File: src/micin_pkg.sv
package micin_pkg;
    // register addresses (7-bit register index of the control port)
    localparam logic [6:0] MICIN_ADDR_PWR_ONE = 7'h01;
    localparam logic [6:0] MICIN_ADDR_PWR_TWO = 7'h02;
    localparam logic [6:0] MICIN_ADDR_ALC_ONE = 7'h20;
    localparam logic [6:0] MICIN_ADDR_ROUTE = 7'h2C;
    localparam logic [6:0] MICIN_ADDR_GAIN = 7'h2D;
    localparam logic [6:0] MICIN_ADDR_MIXER = 7'h2F;
    // field positions
    localparam int MICIN_BIT_AMP_EN = 6;
    localparam int MICIN_BIT_SUPPLY_EN = 4;
    localparam int MICIN_BIT_MIXER_EN = 4;
    localparam int MICIN_BIT_AUTO_SEL = 8;
    localparam int MICIN_BIT_LEVEL_SEL = 8;
    localparam int MICIN_BIT_MIX_SEL = 3;
    localparam int MICIN_BIT_POS_PRE = 0;
    localparam int MICIN_BIT_ZC = 7;
    localparam int MICIN_BIT_MUTE = 6;
    localparam int MICIN_BIT_PLUS20 = 8;
    localparam int MICIN_POS_GAIN_LSB = 4;
    // reset values
    localparam logic [8:0] MICIN_RST_PWR_ONE = 9'h000;
    localparam logic [8:0] MICIN_RST_PWR_TWO = 9'h000;
    localparam logic [8:0] MICIN_RST_ALC_ONE = 9'h000;
    localparam logic [8:0] MICIN_RST_ROUTE = 9'h002;
    localparam logic [8:0] MICIN_RST_GAIN = 9'h050;
    localparam logic [8:0] MICIN_RST_MIXER = 9'h000;
    localparam logic [5:0] MICIN_GAIN_UNITY = 6'h10;
    localparam logic [2:0] MICIN_PATH_OFF = 3'h0;

    // analog control outputs
    typedef struct packed {
        logic [5:0] preamp_gain_code;
        logic preamp_mute;
        logic preamp_to_mixer_plus20;
        logic [2:0] third_input_to_mixer_gain;
        logic [2:0] pos_mic_to_mixer_gain;
        logic third_input_amp_en;
        logic resistor_bypass_switch;
        logic mixer_stage_en;
        logic mic_supply_en;
        logic mic_supply_level_sel;
        logic pos_mic_to_preamp;
    } micin_ctrl_t;

    // register write strobe from the control port
    typedef struct packed {
        logic wr;
        logic [6:0] addr;
        logic [8:0] data;
    } micin_wr_t;
endpackage

File: src/micin_ctrl.sv
`timescale 1ns/1ps
`default_nettype none
module micin_ctrl
    import micin_pkg::*;
(
    // clock and reset
    input wire logic clk_sys,
    input wire logic rst_n,
    // register write port from the control interface
    input wire micin_wr_t wr_req,
    input wire logic [6:0] rd_addr,
    output logic [8:0] rd_data,
    // analog path status
    input wire logic zero_cross_in,
    input wire logic [5:0] loop_gain_code,
    // analog path controls
    output micin_ctrl_t ctrl,
    output logic mic_supply_pin_o,
    output logic mic_supply_pin_oe
);
    typedef struct packed {
        logic [8:0] pwr_one;
        logic [8:0] pwr_two;
        logic [8:0] alc_one;
        logic [8:0] route;
        logic [8:0] gain;
        logic [8:0] mixer;
        logic [5:0] applied_gain;
        logic pending;
        micin_ctrl_t outs;
    } micin_state_t;

    micin_state_t st_ff;
    micin_state_t nxt_st;
    logic zc_sync;
    logic zc_prev_ff;
    logic zc_edge;

    // zero crossing comes from the analog side, so synchronise it
    micin_sync u_zc_sync (
        .clk_sys(clk_sys),
        .rst_n(rst_n),
        .din(zero_cross_in),
        .dout(zc_sync)
    );

    always_ff @(posedge clk_sys or negedge rst_n)
    begin
        if (!rst_n)
            zc_prev_ff <= 1'b0;
        else
            zc_prev_ff <= zc_sync;
    end

    // either edge of the indication marks a crossing
    assign zc_edge = zc_sync ^ zc_prev_ff;

    // next-state logic: register writes, gain shadowing, output decode
    always_comb
    begin
        nxt_st = st_ff;
        if (wr_req.wr)
        begin
            if (wr_req.addr == MICIN_ADDR_PWR_ONE)
                nxt_st.pwr_one = wr_req.data;
            else if (wr_req.addr == MICIN_ADDR_PWR_TWO)
                nxt_st.pwr_two = wr_req.data;
            else if (wr_req.addr == MICIN_ADDR_ALC_ONE)
                nxt_st.alc_one = wr_req.data;
            else if (wr_req.addr == MICIN_ADDR_ROUTE)
                nxt_st.route = wr_req.data;
            else if (wr_req.addr == MICIN_ADDR_GAIN)
                nxt_st.gain = wr_req.data;
            else if (wr_req.addr == MICIN_ADDR_MIXER)
                nxt_st.mixer = wr_req.data;
        end
        if (!st_ff.gain[MICIN_BIT_ZC])
        begin
            nxt_st.applied_gain = st_ff.gain[5:0];
            nxt_st.pending = 1'b0;
        end
        else if (st_ff.pending && zc_edge)
        begin
            nxt_st.applied_gain = st_ff.gain[5:0];
            nxt_st.pending = 1'b0;
        end
        // a gain write with zero-cross armed waits in the shadow; it wins over any clear above
        if (wr_req.wr && wr_req.addr == MICIN_ADDR_GAIN)
            nxt_st.pending = wr_req.data[MICIN_BIT_ZC];
        // loop owns the gain; manual writes are then shadow only
        if (st_ff.alc_one[MICIN_BIT_AUTO_SEL])
            nxt_st.outs.preamp_gain_code = loop_gain_code;
        else
            nxt_st.outs.preamp_gain_code = st_ff.applied_gain;
        nxt_st.outs.preamp_mute = st_ff.gain[MICIN_BIT_MUTE];
        nxt_st.outs.preamp_to_mixer_plus20 = st_ff.mixer[MICIN_BIT_PLUS20];
        nxt_st.outs.third_input_to_mixer_gain = st_ff.mixer[2:0];
        nxt_st.outs.pos_mic_to_mixer_gain = st_ff.mixer[MICIN_POS_GAIN_LSB+:3];
        nxt_st.outs.third_input_amp_en = st_ff.pwr_one[MICIN_BIT_AMP_EN];
        nxt_st.outs.resistor_bypass_switch = st_ff.route[MICIN_BIT_MIX_SEL];
        nxt_st.outs.mixer_stage_en = st_ff.pwr_two[MICIN_BIT_MIXER_EN];
        nxt_st.outs.mic_supply_en = st_ff.pwr_one[MICIN_BIT_SUPPLY_EN];
        nxt_st.outs.mic_supply_level_sel = st_ff.route[MICIN_BIT_LEVEL_SEL];
        nxt_st.outs.pos_mic_to_preamp = st_ff.route[MICIN_BIT_POS_PRE];
    end

    always_ff @(posedge clk_sys or negedge rst_n)
    begin
        if (!rst_n)
        begin
            st_ff.pwr_one <= MICIN_RST_PWR_ONE;
            st_ff.pwr_two <= MICIN_RST_PWR_TWO;
            st_ff.alc_one <= MICIN_RST_ALC_ONE;
            st_ff.route <= MICIN_RST_ROUTE;
            st_ff.gain <= MICIN_RST_GAIN;
            st_ff.mixer <= MICIN_RST_MIXER;
            st_ff.applied_gain <= MICIN_GAIN_UNITY;
            st_ff.pending <= 1'b0;
            st_ff.outs <= '{preamp_gain_code: MICIN_GAIN_UNITY, preamp_mute: 1'b1, default: '0};
        end
        else
        begin
            st_ff <= nxt_st;
        end
    end

    // readback; preamp gain reads the gain in use while the loop runs
    always_comb
    begin
        rd_data = 9'h000;
        if (rd_addr == MICIN_ADDR_PWR_ONE)
            rd_data = st_ff.pwr_one;
        else if (rd_addr == MICIN_ADDR_PWR_TWO)
            rd_data = st_ff.pwr_two;
        else if (rd_addr == MICIN_ADDR_ALC_ONE)
            rd_data = st_ff.alc_one;
        else if (rd_addr == MICIN_ADDR_ROUTE)
            rd_data = st_ff.route;
        else if (rd_addr == MICIN_ADDR_GAIN)
        begin
            if (st_ff.alc_one[MICIN_BIT_AUTO_SEL])
                rd_data = {st_ff.gain[8:6], st_ff.outs.preamp_gain_code};
            else
                rd_data = st_ff.gain;
        end
        else if (rd_addr == MICIN_ADDR_MIXER)
            rd_data = st_ff.mixer;
    end

    assign ctrl = st_ff.outs;
    // supply floats while disabled
    assign mic_supply_pin_o = st_ff.outs.mic_supply_en;
    assign mic_supply_pin_oe = st_ff.outs.mic_supply_en;
endmodule
`default_nettype wire

File: src/micin_sync.sv
`timescale 1ns/1ps
`default_nettype none
module micin_sync
    import micin_pkg::*;
(
    // clock and reset
    input wire logic clk_sys,
    input wire logic rst_n,
    // async level in, synchronised level out
    input wire logic din,
    output logic dout
);
    typedef struct packed {
        logic meta;
        logic sync;
    } micin_sync_st_t;

    micin_sync_st_t st_ff;
    micin_sync_st_t nxt_st;

    // first stage feeds only the second
    always_comb
    begin
        nxt_st.meta = din;
        nxt_st.sync = st_ff.meta;
    end

    always_ff @(posedge clk_sys or negedge rst_n)
    begin
        if (!rst_n)
            st_ff <= '0;
        else
            st_ff <= nxt_st;
    end

    assign dout = st_ff.sync;
endmodule
`default_nettype wire
File: config.mk
export PLATFORM = sky130hd
export DESIGN_NAME = micin_ctrl
export DESIGN_NICKNAME = d
export VERILOG_FILES = /design/src/micin_pkg.sv /design/src/micin_ctrl.sv /design/src/micin_sync.sv
export SDC_FILE = /design/constraint.sdc
export NUM_CORES = 1
export LEC_CHECK = 0
export BUFFER_PORTS_ARGS = -buffer_cell sky130_fd_sc_hd__buf_2
export CAP_MARGIN = 10
export CORE_MARGIN = 8
export CORE_UTILIZATION = 45
export DETAILED_ROUTE_END_ITERATION = 16
export PLACE_DENSITY_LB_ADDON = 0.15
export SLEW_MARGIN = 20
export SYNTH_ARGS = -nofsm -noshare
export SYNTH_HDL_FRONTEND = slang
export SYNTH_SLANG_ARGS = --single-unit
export TNS_END_PERCENT = 5
File: constraint.sdc
create_clock -name clk_sys -period 1.89 [get_ports clk_sys]
set_input_delay 0.0945 -clock clk_sys [delete_from_list [all_inputs] [get_ports clk_sys]]
set_output_delay 0.0945 -clock clk_sys [all_outputs]
set_load 0.05 [all_outputs]
==> results.tsv, run 1 <==
stage	metric	value	unit
routing	Routed Antenna Nets	0	
power_and_ir_drop	PD cells	847	nW/um^2
power_and_ir_drop	Lkg Pwr	2.19	nW
placed_design	Placed Cells	437	
grt	vias in the first global route	2581	
grt	largest net degree at the start of global routing	47	
finish	# diodes	0	
power_and_ir_drop	maximum vdd drop	0.403	mV
sta	Final WS setup	-0.0285	ns
clock_tree	CTS clk-pin slew, worst paths	0.08	ns
worst_setup_path	Crit path max-delay family	multiplexers	
clock_tree	H-tree levels	3	
die	core area	8180	sq um
sta	Final Hold Vio Count	0	
finish	fin nets	392	
grt	global-route wire length before repair	14000	um
sta	Max Fclk	521	MHz
placed_design	hpwl dp	6400	um
routing	Routed WL	8700	um
sta	total negative slack	-0.0285	ns
synth	post-synthesis average cell area	13.2	sq um
die	initial core utilization	0.460	
grt	Remaining Overflow, GRT	0	
synth	flops & latches, synth	84	
die	die area	11500	sq um
sta	Finish-stage setup viols	1	
placed_design	Final Wtd Congestion	0.771	
finish	final core occ	0.546	
sta	Tightest Pin Transition	0.536	ns
finish	Finished Cell Area	4460	sq um
worst_hold_path	Hold WC Path Type	input pin to register	
sta	max-slew violations	0	
worst_setup_path	crit path kind	register to output pin	
clock_tree	Clock Latency Late Sink	0.34	ns
flow_run	Max-Cap Viols	0	
grt	initial antenna violation count	0	
synth	post-synth net total	318	
synth	Ys Warns	0	
outcome	failing checks	setup timing	
die	Rows	33	
synth	share of the yosys chip area belonging to registers	0.561	
synth	cells after synthesis	285	
grt	total track usage	0.159	
worst_setup_path	Crit-path slowest cell	dfrtp_2	
clock_tree	Root Buffer Master	clkbuf_8	
worst_setup_path	peak fanout along the critical path	5	
worst_setup_path	Bufs and invs on worst path	2	
worst_setup_path	Max stage delay on crit path	0.37	ns
finish	share of cells above drive strength 1	0.508	
sta	Final Critical Period	1.92	ns
outcome	outcome	finished with violations	
routing	routed length per placed instance	18.6	um
worst_setup_path	CP Data Required Time	1.80	ns
clock_tree	clock sink count	84	
finish	most common cell after layout, fill and taps aside	dfrtp_1	
finish	fillers	740	
worst_setup_path	CP startpoint kind	register	
sta	clock skew	0.00716	ns
finish	Layout area overhead	18.6	%
sta	slew margin rel.	0.642	
sta	Tcrit/Tclk final	1.02	
worst_setup_path	crit path cell chain	buf_2 -> mux2_2 -> mux2i_1 -> o22ai_1 -> o2bb2ai_1 -> buf_4	
synth	Cell Area, Synth	3760	sq um
worst_setup_path	CP endpoint kind	output pin	
finish	Layout Cells excl Fill	469	
synth	number of library cell types mapped by synthesis	37	
routing	vias post-DR	2467	
worst_setup_path	Worst EP arrival	1.82	ns
routing	DR DRC count	0	
routing	vias per cell	5.26	
routing	initial DRC count	83	
clock_tree	worst-case clock buffer depth	2	
placed_design	Post-DP Area	4140	sq um
die	die width	107	um
clock_tree	CTS tree	yes	
sta	unrepaired setup endpoints after global routing	true	
finish	commonest non-fill, non-tap cells in the layout	77 x dfrtp_1, 70 x mux2_2, 56 x buf_2	
placed_design	port bufs	63	
clock_tree	CTS buffer count	9	
routing	drt pass-1 iters	4	
die	I/O pin cnt	64	
die	die height	107	um
## what timing repair did
| action | 4_1_cts | 5_1_grt |
|---|---|---|
| hold buffers | 8 | 0 |
| endpoints found under the setup margin | 7 | 7 |
| gates resized for setup | 6 | 4 |
| endpoints found under the hold margin | 85 | 0 |
| setup buffers | 4 | 4 |
## final cells by class
| class | count | area (sq um) | area share |
|---|---|---|---|
| Sequential cell | 84 | 2110 | 0.473 |
| Multi-Input combinational cell | 169 | 1450 | 0.324 |
| Timing Repair Buffer | 94 | 598 | 0.134 |
| Clock buffer | 12 | 145 | 0.0325 |
| Tap cell | 105 | 131 | 0.0294 |
| Clock inverter | 4 | 25.0 | 0.00561 |
| Inverter | 1 | 3.75 | 0.000841 |
## worst register-to-register path: cells and delay by family (launching register included)
family | cells | cell delay (ns)
AO/OA/AOI/OAI | 1 | 0.15
multiplexers | 1 | 0.36
buffers and inverters | 1 | 0.21
flip-flops | 1 | 0.39
XOR/XNOR | 1 | 0.15
## worst paths after layout
path,cells after the start,end,start,slack (ns)
max in group asynchronous,3,nxt_st[13],rst_n,1.15
min in group asynchronous,2,st_ff[26],rst_n,0.11
worst min-delay path,3,st_ff[43],wr_req[7],0.04
worst min register to register,0,u_zc_sync.dout,u_zc_sync.nxt_st[0],0.35
worst max-delay path,6,rd_data[2],st_ff[62],-0.03
worst max register to register,4,st_ff[23],u_zc_sync.dout,0.53
## where the power goes
part	switching [mW]	total, mW	internal, mW
Combinational	0.366	0.610	0.244
Clock	0.621	1.13	0.510
Sequential	0.0829	2.04	1.95
Total	1.07	3.78	2.71
## state kept, by name, indices dropped and copies added, names as in the netlist
register / count
u_zc_sync.dout: 1
st_ff: 47
zc_prev_ff: 1
ctrl: 19
u_zc_sync.nxt_st: 1
nxt_st: 14
mic_supply_pin_o: 1
## stage by stage
step,worst slack [ns],hold slack [ns],power (mW)
finish,-0.0285,0.0376,3.78
global placement,0.217,-0.0674,2.64
floorplan,0.150,-0.201,2.49
global route,-0.0891,0.0436,3.96
detailed placement,0.168,-0.0636,2.66
CTS,-0.0157,0.0166,3.81
## metal layers
layer | GRT usage | wire length [um] | vias up | share of wire
met2 | 0.248 | 4150 | 38 | 0.48
li1 | - | - | 1164 | -
met5 | 0 | 0 | - | 0
met4 | 0.0684 | 123 | 0 | 0.014
met1 | 0.209 | 4100 | 1255 | 0.47
met3 | 0.0329 | 329 | 10 | 0.038
## cells by family (layout without fill, tap and decap cells)
logic type,count (synthesis),count (layout),share of synthesized area
AO/OA/AOI/OAI,49,49,0.0861
XOR/XNOR,1,1,0.00233
buffers and inverters,32,111,0.0545
flip-flops,84,84,0.561
multiplexers,77,77,0.228
AND/OR/NAND/NOR,42,42,0.0678
## cell usage after synthesis (all sizes together)
master,count,area (sq um)
clkbuf,5,18.8
o2bb2ai,6,52.6
nor3,2,21.3
o21ba,1,10.0
dfstp,6,158
a21boi,1,7.51
nor4b,1,15.0
or4b,1,10.0
nand3b,1,7.51
and2,2,12.5
nor2,12,57.6
or3b,2,17.5
nand2b,2,12.5
nor2b,2,12.5
xor2,1,8.76
nand3,8,40.0
a22o,3,26.3
o22ai,9,56.3
a22oi,9,67.6
dfrtp,78,1950
o21ai,13,65.1
nand4,1,6.26
mux2i,6,60.1
mux2,71,800
o32ai,1,8.76
nand2,6,22.5
a21oi,6,30.0
nor3b,1,7.51
inv,1,3.75
buf,26,183
nor4,1,12.5
Power figures use the tool's default switching activity.
==> run 2, diff against run 1 <==
--- a/config.mk
+++ b/config.mk
@@ -5,10 +5,12 @@
 export SDC_FILE = /design/constraint.sdc
 export NUM_CORES = 1
 export LEC_CHECK = 0
+export ABC_AREA = 1
 export BUFFER_PORTS_ARGS = -buffer_cell sky130_fd_sc_hd__buf_2
 export CAP_MARGIN = 10
 export CORE_MARGIN = 8
-export CORE_UTILIZATION = 45
+export CORE_UTILIZATION = 35
+export CTS_CLUSTER_DIAMETER = 120
 export DETAILED_ROUTE_END_ITERATION = 16
 export PLACE_DENSITY_LB_ADDON = 0.15
 export SLEW_MARGIN = 20
==> results.tsv, run 2 <==
stage	metric	value	unit	change
clock_tree	CTS buffer count	9		unchanged
die	die area	14900	sq um	+29%
worst_setup_path	reg2reg end	st_ff[23]		
power_and_ir_drop	PD cells	927	nW/um^2	+9.5%
routing	vias per cell	4.63		-12%
finish	most common cell after layout, fill and taps aside	nand2_1		
clock_tree	CTS clk-pin slew, worst paths	0.07	ns	about the same
worst_setup_path	peak fanout along the critical path	20		+15
worst_setup_path	worst reg2reg setup slack	0.60	ns	+0.07 ns
worst_setup_path	worst r2r src	zc_prev_ff		
worst_setup_path	Max stage delay on crit path	0.35	ns	-0.02 ns
grt	vias in the first global route	3315		+28%
placed_design	Final Wtd Congestion	0.800		+3.7%
clock_tree	CTS tree	yes		
clock_tree	Clock Latency Late Sink	0.34	ns	about the same
outcome	outcome	completed		
routing	Routed Antenna Nets	0		unchanged
worst_hold_path	hold path endpoint	st_ff[65]		
grt	largest net degree at the start of global routing	39		-17%
worst_setup_path	crit path cell chain	buf_4 -> nand2_1 -> nand2_1 -> nand3_1 -> nand2_1 -> nor2_1 -> nand4_1 -> buf_2		
sta	Final Critical Period	1.73	ns	-0.191 ns
grt	global-route wire length before repair	16200	um	+16%
finish	Most flops, register	st_ff		
placed_design	port bufs	63		unchanged
sta	Tcrit/Tclk final	0.914		-0.101
worst_setup_path	Worst EP arrival	1.63	ns	-0.19 ns
synth	synth top area cells	dfrtp_1 49%, nand2_1 13%, inv_1 5.1%		
synth	post-synth net total	492		+55%
worst_setup_path	crit path kind	register to output pin		
finish	share of cells above drive strength 1	0.229		-0.279
synth	share of the yosys chip area belonging to registers	0.535		-0.0260
worst_hold_path	Worst Hold Path Cells	3		unchanged
worst_hold_path	Hold WC Path Type	input pin to register		
clock_tree	H-tree levels	3		unchanged
synth	post-synth top area cell	dfrtp_1		
finish	Layout area overhead	18.8	%	
sta	max-slew violations	0		unchanged
die	I/O pin cnt	64		unchanged
worst_hold_path	HP Start	wr_req[2]		
sta	Max Fclk	579	MHz	+11%
worst_setup_path	CP Data Required Time	1.80	ns	about the same
synth	count leader, synth	nand2_1		
sta	Final Hold Vio Count	0		unchanged
grt	Remaining Overflow, GRT	0		unchanged
synth	number of library cell types mapped by synthesis	26		-30%
grt	initial antenna violation count	0		unchanged
synth	post-synthesis average cell area	8.59	sq um	-35%
synth	Ys Warns	0		unchanged
worst_setup_path	CP startpoint kind	register		
synth	top-area cell type share of the netlist area	0.495		-0.0240
power_and_ir_drop	maximum vdd drop	0.432	mV	+7.2%
clock_tree	worst-case clock buffer depth	2		unchanged
sta	total negative slack	0	ns	+0.0285 ns
synth	flops & latches, synth	84		unchanged
placed_design	DP Worst Slack	0.448	ns	+0.280 ns
worst_setup_path	Worst Reg-to-Reg Cells	4		unchanged
die	die width	122	um	+14%
die	initial core utilization	0.361		-0.0995
worst_setup_path	WP depth	8		+2
routing	vias post-DR	3095		+25%
flow_run	Max-Cap Viols	0		unchanged
sta	unrepaired setup endpoints after global routing	false		
worst_setup_path	CP endpoint kind	output pin		
sta	Final WS setup	0.163	ns	+0.191 ns
clock_tree	Resize count post-CTS	0		-6
sta	clock skew	0.00782	ns	+0.000662 ns
placed_design	hpwl dp	7150	um	+12%
worst_setup_path	cell with the most instances on the worst path	nand2_1		
synth	Synth top cells by count	134 x nand2_1, 78 x dfrtp_1, 54 x inv_1		
clock_tree	clock sink count	84		unchanged
power_and_ir_drop	Lkg Pwr	2.33	nW	+6.3%
sta	Tightest Pin Transition	0.546	ns	+0.0101 ns
die	die height	122	um	+14%
grt	total track usage	0.138		-0.0212
finish	fin nets	556		+42%
synth	Cell Area, Synth	3950	sq um	+4.9%
clock_tree	setup repair bufs after CTS	0		-4
worst_setup_path	Crit path max-delay family	buffers and inverters		
routing	routed length per placed instance	14.4	um	-23%
finish	# diodes	0		unchanged
sta	slew margin rel.	0.636		-0.00636
finish	commonest non-fill, non-tap cells in the layout	134 x nand2_1, 78 x dfrtp_1, 62 x buf_2		
routing	initial DRC count	144		+73%
routing	Routed WL	9600	um	+10%
routing	DR DRC count	0		unchanged
sta	Finish-stage setup viols	0		-1
worst_setup_path	Crit-path slowest cell	dfrtp_1		
clock_tree	CTS Hold Bufs	10		+2
finish	fillers	1148		+55%
synth	asr flop ratio synth	1.00		unchanged
die	core area	10900	sq um	+34%
synth	EDFF count, synth	0		unchanged
synth	Most used DFF post-synth	dfrtp_1		
synth	cells after synthesis	459		+61%
worst_setup_path	Bufs and invs on worst path	2		unchanged
finish	Largest register FFs	47		unchanged
die	Rows	38		+15%
clock_tree	Root Buffer Master	clkbuf_16		
routing	drt pass-1 iters	4		unchanged
-- run 2: changes by cell type after synthesis, sizes merged, moves of 18 or more --
cell and delta:
nand4 +18, mux2 -71, nand3 +25, nor2 +23, nand2 +134, o21ai +35
inv +54
-- run 2: layout make-up --
| class | count | area, sq um | area share |
|---|---|---|---|
| clock buffers | 10 | 239 | 0.0510 |
| clock inverters | 6 | 46.3 | 0.00988 |
| inverters | 56 | 210 | 0.0448 |
| multi-input cells | 289 | 1400 | 0.299 |
| flip-flops and latches | 84 | 2110 | 0.450 |
| well taps | 140 | 175 | 0.0374 |
| repair buffers | 83 | 505 | 0.108 |
-- run 2: per-layer routing --
layer  routed length, um  part of all wire  GRT usage  up-vias
met5                   0                 0          0        -
met4                 127             0.013     0.0434        0
met3                 470             0.049     0.0329       11
met2                4500              0.47      0.228       63
met1                4500              0.47      0.174     1451
li1                    -                 -          -     1570
-- run 2: worst register-to-register path: stages, from the launching register on --
cell and delay, ns:
dfrtp_1 0.37, or2_2 0.29, nand3_1 0.09, nand2_1 0.22
o21ai_0 0.25
-- run 2: how the worst max path moves through the flow --
stage,from,end
after detailed placement,rd_addr[1],rd_data[1]
final,st_ff[62],rd_data[1]
after CTS,st_ff[62],rd_data[0]
after floorplan,st_ff[62],rd_data[1]
after global placement,rd_addr[1],rd_data[7]
after global routing,st_ff[62],rd_data[4]
-- run 2: cells by family (layout without fill, tap and decap cells) --
family	Yosys count	count (layout)	share of synthesized area
compound gates	57	57	0.0780
buf+inv	86	155	0.110
simple gates	232	232	0.277
flops	84	84	0.535
-- run 2: power breakdown --
part           switching, mW  leakage [nW]  internal [mW]
logic                  0.416          1.12          0.173
clock network          0.758         0.135          0.935
registers             0.0959          1.07           1.97
total                   1.27          2.33           3.08
-- run 2: stage by stage --
stage	instances	utilization	total power [mW]	hold slack, ns	area, sq um
global placement	642	0.393	2.67	0.0236	4300
CTS	668	0.429	4.40	0.00798	4690
floorplan	459	-	2.51	-0.201	3950
global route	668	0.429	4.55	0.0181	4690
finish	668	0.429	4.35	0.00755	4690
detailed placement	642	0.393	2.68	0.0278	4300
==> run 3, diff against run 2 <==
--- a/config.mk
+++ b/config.mk
@@ -9,7 +9,7 @@
 export BUFFER_PORTS_ARGS = -buffer_cell sky130_fd_sc_hd__buf_2
 export CAP_MARGIN = 10
 export CORE_MARGIN = 8
-export CORE_UTILIZATION = 35
+export CORE_UTILIZATION = 56
 export CTS_CLUSTER_DIAMETER = 120
 export DETAILED_ROUTE_END_ITERATION = 16
 export PLACE_DENSITY_LB_ADDON = 0.15
==> constraint.sdc (replaced) <==
create_clock -name clk_sys -period 1.76 [get_ports clk_sys]
set_input_delay 0.088 -clock clk_sys [delete_from_list [all_inputs] [get_ports clk_sys]]
set_output_delay 0.088 -clock clk_sys [all_outputs]
set_load 0.05 [all_outputs]
==> results.tsv, run 3 (same netlist as run 2, synthesis figures left out) <==
stage	metric	value	unit	change
outcome	outcome	completed		
sta	final hold slack	0.0335	ns	+0.0259 ns
clock_tree	H-tree levels	3		unchanged
finish	commonest non-fill, non-tap cells in the layout	126 x nand2_1, 78 x dfrtp_1, 56 x buf_2		
sta	Max Fclk	595	MHz	
worst_setup_path	worst reg2reg setup slack	0.48	ns	-0.12 ns
worst_setup_path	CP startpoint kind	register		
placed_design	Placed Cells	599		-6.7%
sta	Tightest Pin Transition	0.487	ns	-0.0583 ns
sta	Finish-stage setup viols	0		unchanged
routing	met2 WL	4410	um	-1.9%
worst_setup_path	CP endpoint kind	output pin		
grt	vias in the first global route	3368		+1.6%
routing	Metal-1 WL	3930	um	-13%
sta	max-slew violations	0		unchanged
finish	Largest register FFs	47		unchanged
routing	met3 WL post-DR	481	um	+2.3%
finish	Layout area overhead	19.4	%	
flow_run	Max-Cap Viols	0		unchanged
routing	initial DRC count	147		+2.1%
finish	Most flops, register	st_ff		
power_and_ir_drop	PD cells	903	nW/um^2	-2.6%
routing	vias post-DR	3238		+4.6%
routing	DR DRC count	0		unchanged
finish	fin nets	565		+1.6%
sta	slew margin rel.	0.675		+0.0389
routing	drt pass-1 iters	4		unchanged
clock_tree	CTS tree	yes		
die	I/O pin cnt	64		unchanged
sta	unrepaired setup endpoints after global routing	true		
worst_setup_path	Crit-path slowest cell	dfrtp_1		
worst_setup_path	Max stage delay on crit path	0.44	ns	+0.09 ns
grt	Remaining Overflow, GRT	0		unchanged
die	die area	9990	sq um	-33%
worst_setup_path	Worst EP arrival	1.59	ns	-0.04 ns
placed_design	Final Wtd Congestion	0.835		+4.5%
routing	routed length per placed instance	14.2	um	-1.1%
clock_tree	worst-case clock buffer depth	2		unchanged
sta	Tcrit/Tclk final	0.955		
worst_hold_path	Hold WC Path Type	input pin to register		
power_and_ir_drop	maximum vdd drop	0.548	mV	+27%
sta	total negative slack	0	ns	unchanged
worst_setup_path	cell with the most instances on the worst path	nand2_2		
worst_setup_path	CP Data Required Time	1.67	ns	-0.13 ns
finish	final core occ	0.694		+0.265
grt	total track usage	0.193		+0.0559
routing	vias per cell	5.12		+10%
routing	Routed WL	8990	um	-6.3%
die	die width	99.9	um	-18%
finish	Layout Cells excl Fill	633		-5.2%
grt	initial antenna violation count	0		unchanged
grt	global-route wire length before repair	15400	um	-4.8%
die	die height	99.9	um	-18%
power_and_ir_drop	Lkg Pwr	2.34	nW	+0.50%
finish	share of cells above drive strength 1	0.257		+0.0278
placed_design	port bufs	63		unchanged
die	Rows	30		-21%
grt	largest net degree at the start of global routing	50		+28%
routing	Routed Antenna Nets	0		unchanged
finish	most common cell after layout, fill and taps aside	nand2_1		
sta	Final Hold Vio Count	0		unchanged
finish	# diodes	0		unchanged
worst_setup_path	crit path kind	register to output pin		
clock_tree	Clock Latency Late Sink	0.36	ns	+0.02 ns
clock_tree	CTS buffer count	9		unchanged
die	core area	6790	sq um	-38%
worst_setup_path	peak fanout along the critical path	6		-70%
worst_setup_path	crit path cell chain	buf_6 -> nand2_2 -> nand2_2 -> nand3_2 -> nand2_2 -> nor2_2 -> nand4_1 -> buf_6		
sta	Final Critical Period	1.68	ns	
clock_tree	Root Buffer Master	clkbuf_8		
clock_tree	CTS clk-pin slew, worst paths	0.08	ns	about the same
sta	clock skew	0.00797	ns	+0.000150 ns
placed_design	hpwl dp	6540	um	-8.5%
die	initial core utilization	0.581		+0.220
clock_tree	clock sink count	84		unchanged
routing	max layer used	met4		
run 3: final cells by class:
| type | instances | area [sq um] |
|---|---|---|
| Fill cell | 562 | 2080 |
| Timing Repair Buffer | 92 | 629 |
| Multi-Input combinational cell | 289 | 1440 |
| Tap cell | 96 | 120 |
| Clock buffer | 10 | 138 |
| Clock inverter | 6 | 63.8 |
| Sequential cell | 84 | 2110 |
| Inverter | 56 | 210 |
run 3: timing repair:
item / CTS / global route
gates resized for setup: 0 / 32
setup endpoints to repair: 0 / 6
endpoints found under the hold margin: 52 / 0
hold buffers: 16 / 0
buffers inserted: 0 / 2
run 3: routing by layer:
| layer | vias to the layer above | GRT usage |
|---|---|---|
| li1 | 1588 | - |
| met3 | 17 | 0.0512 |
| met5 | - | 0 |
| met4 | 0 | 0.0803 |
| met1 | 1551 | 0.231 |
| met2 | 82 | 0.323 |
run 3: worst paths after layout:
kind / start / endpoint / cells after the start
min in group asynchronous: rst_n / ctrl[10] / 2
hold reg to reg: u_zc_sync.nxt_st[0] / u_zc_sync.dout / 0
setup / recovery: st_ff[62] / rd_data[2] / 8
setup reg to reg: zc_prev_ff / st_ff[26] / 5
hold / removal: wr_req[7] / st_ff[43] / 3
max in group asynchronous: rst_n / ctrl[18] / 3
run 3: power breakdown:
group	switching (mW)	internal, mW
Combinational	0.455	0.206
Clock	0.692	0.691
Sequential	0.103	2.11
run 3: worst max-delay path, delay by kind of cell, from the launching register on:
| family | cells | cell delay (ns) |
|---|---|---|
| and+or+nand+nor | 6 | 0.46 |
| DFF | 1 | 0.44 |
| buffers and inverters | 2 | 0.35 |
run 3: through the flow:
step | setup slack (ns) | total power [mW] | instance area (sq um)
after floorplan | 0.359 | 2.70 | 3950
after global placement | 0.383 | 2.85 | 4250
after detailed placement | 0.361 | 2.87 | 4250
after CTS | 0.0395 | 4.27 | 4620
after global routing | -0.0315 | 4.45 | 4710
final | 0.0793 | 4.26 | 4710
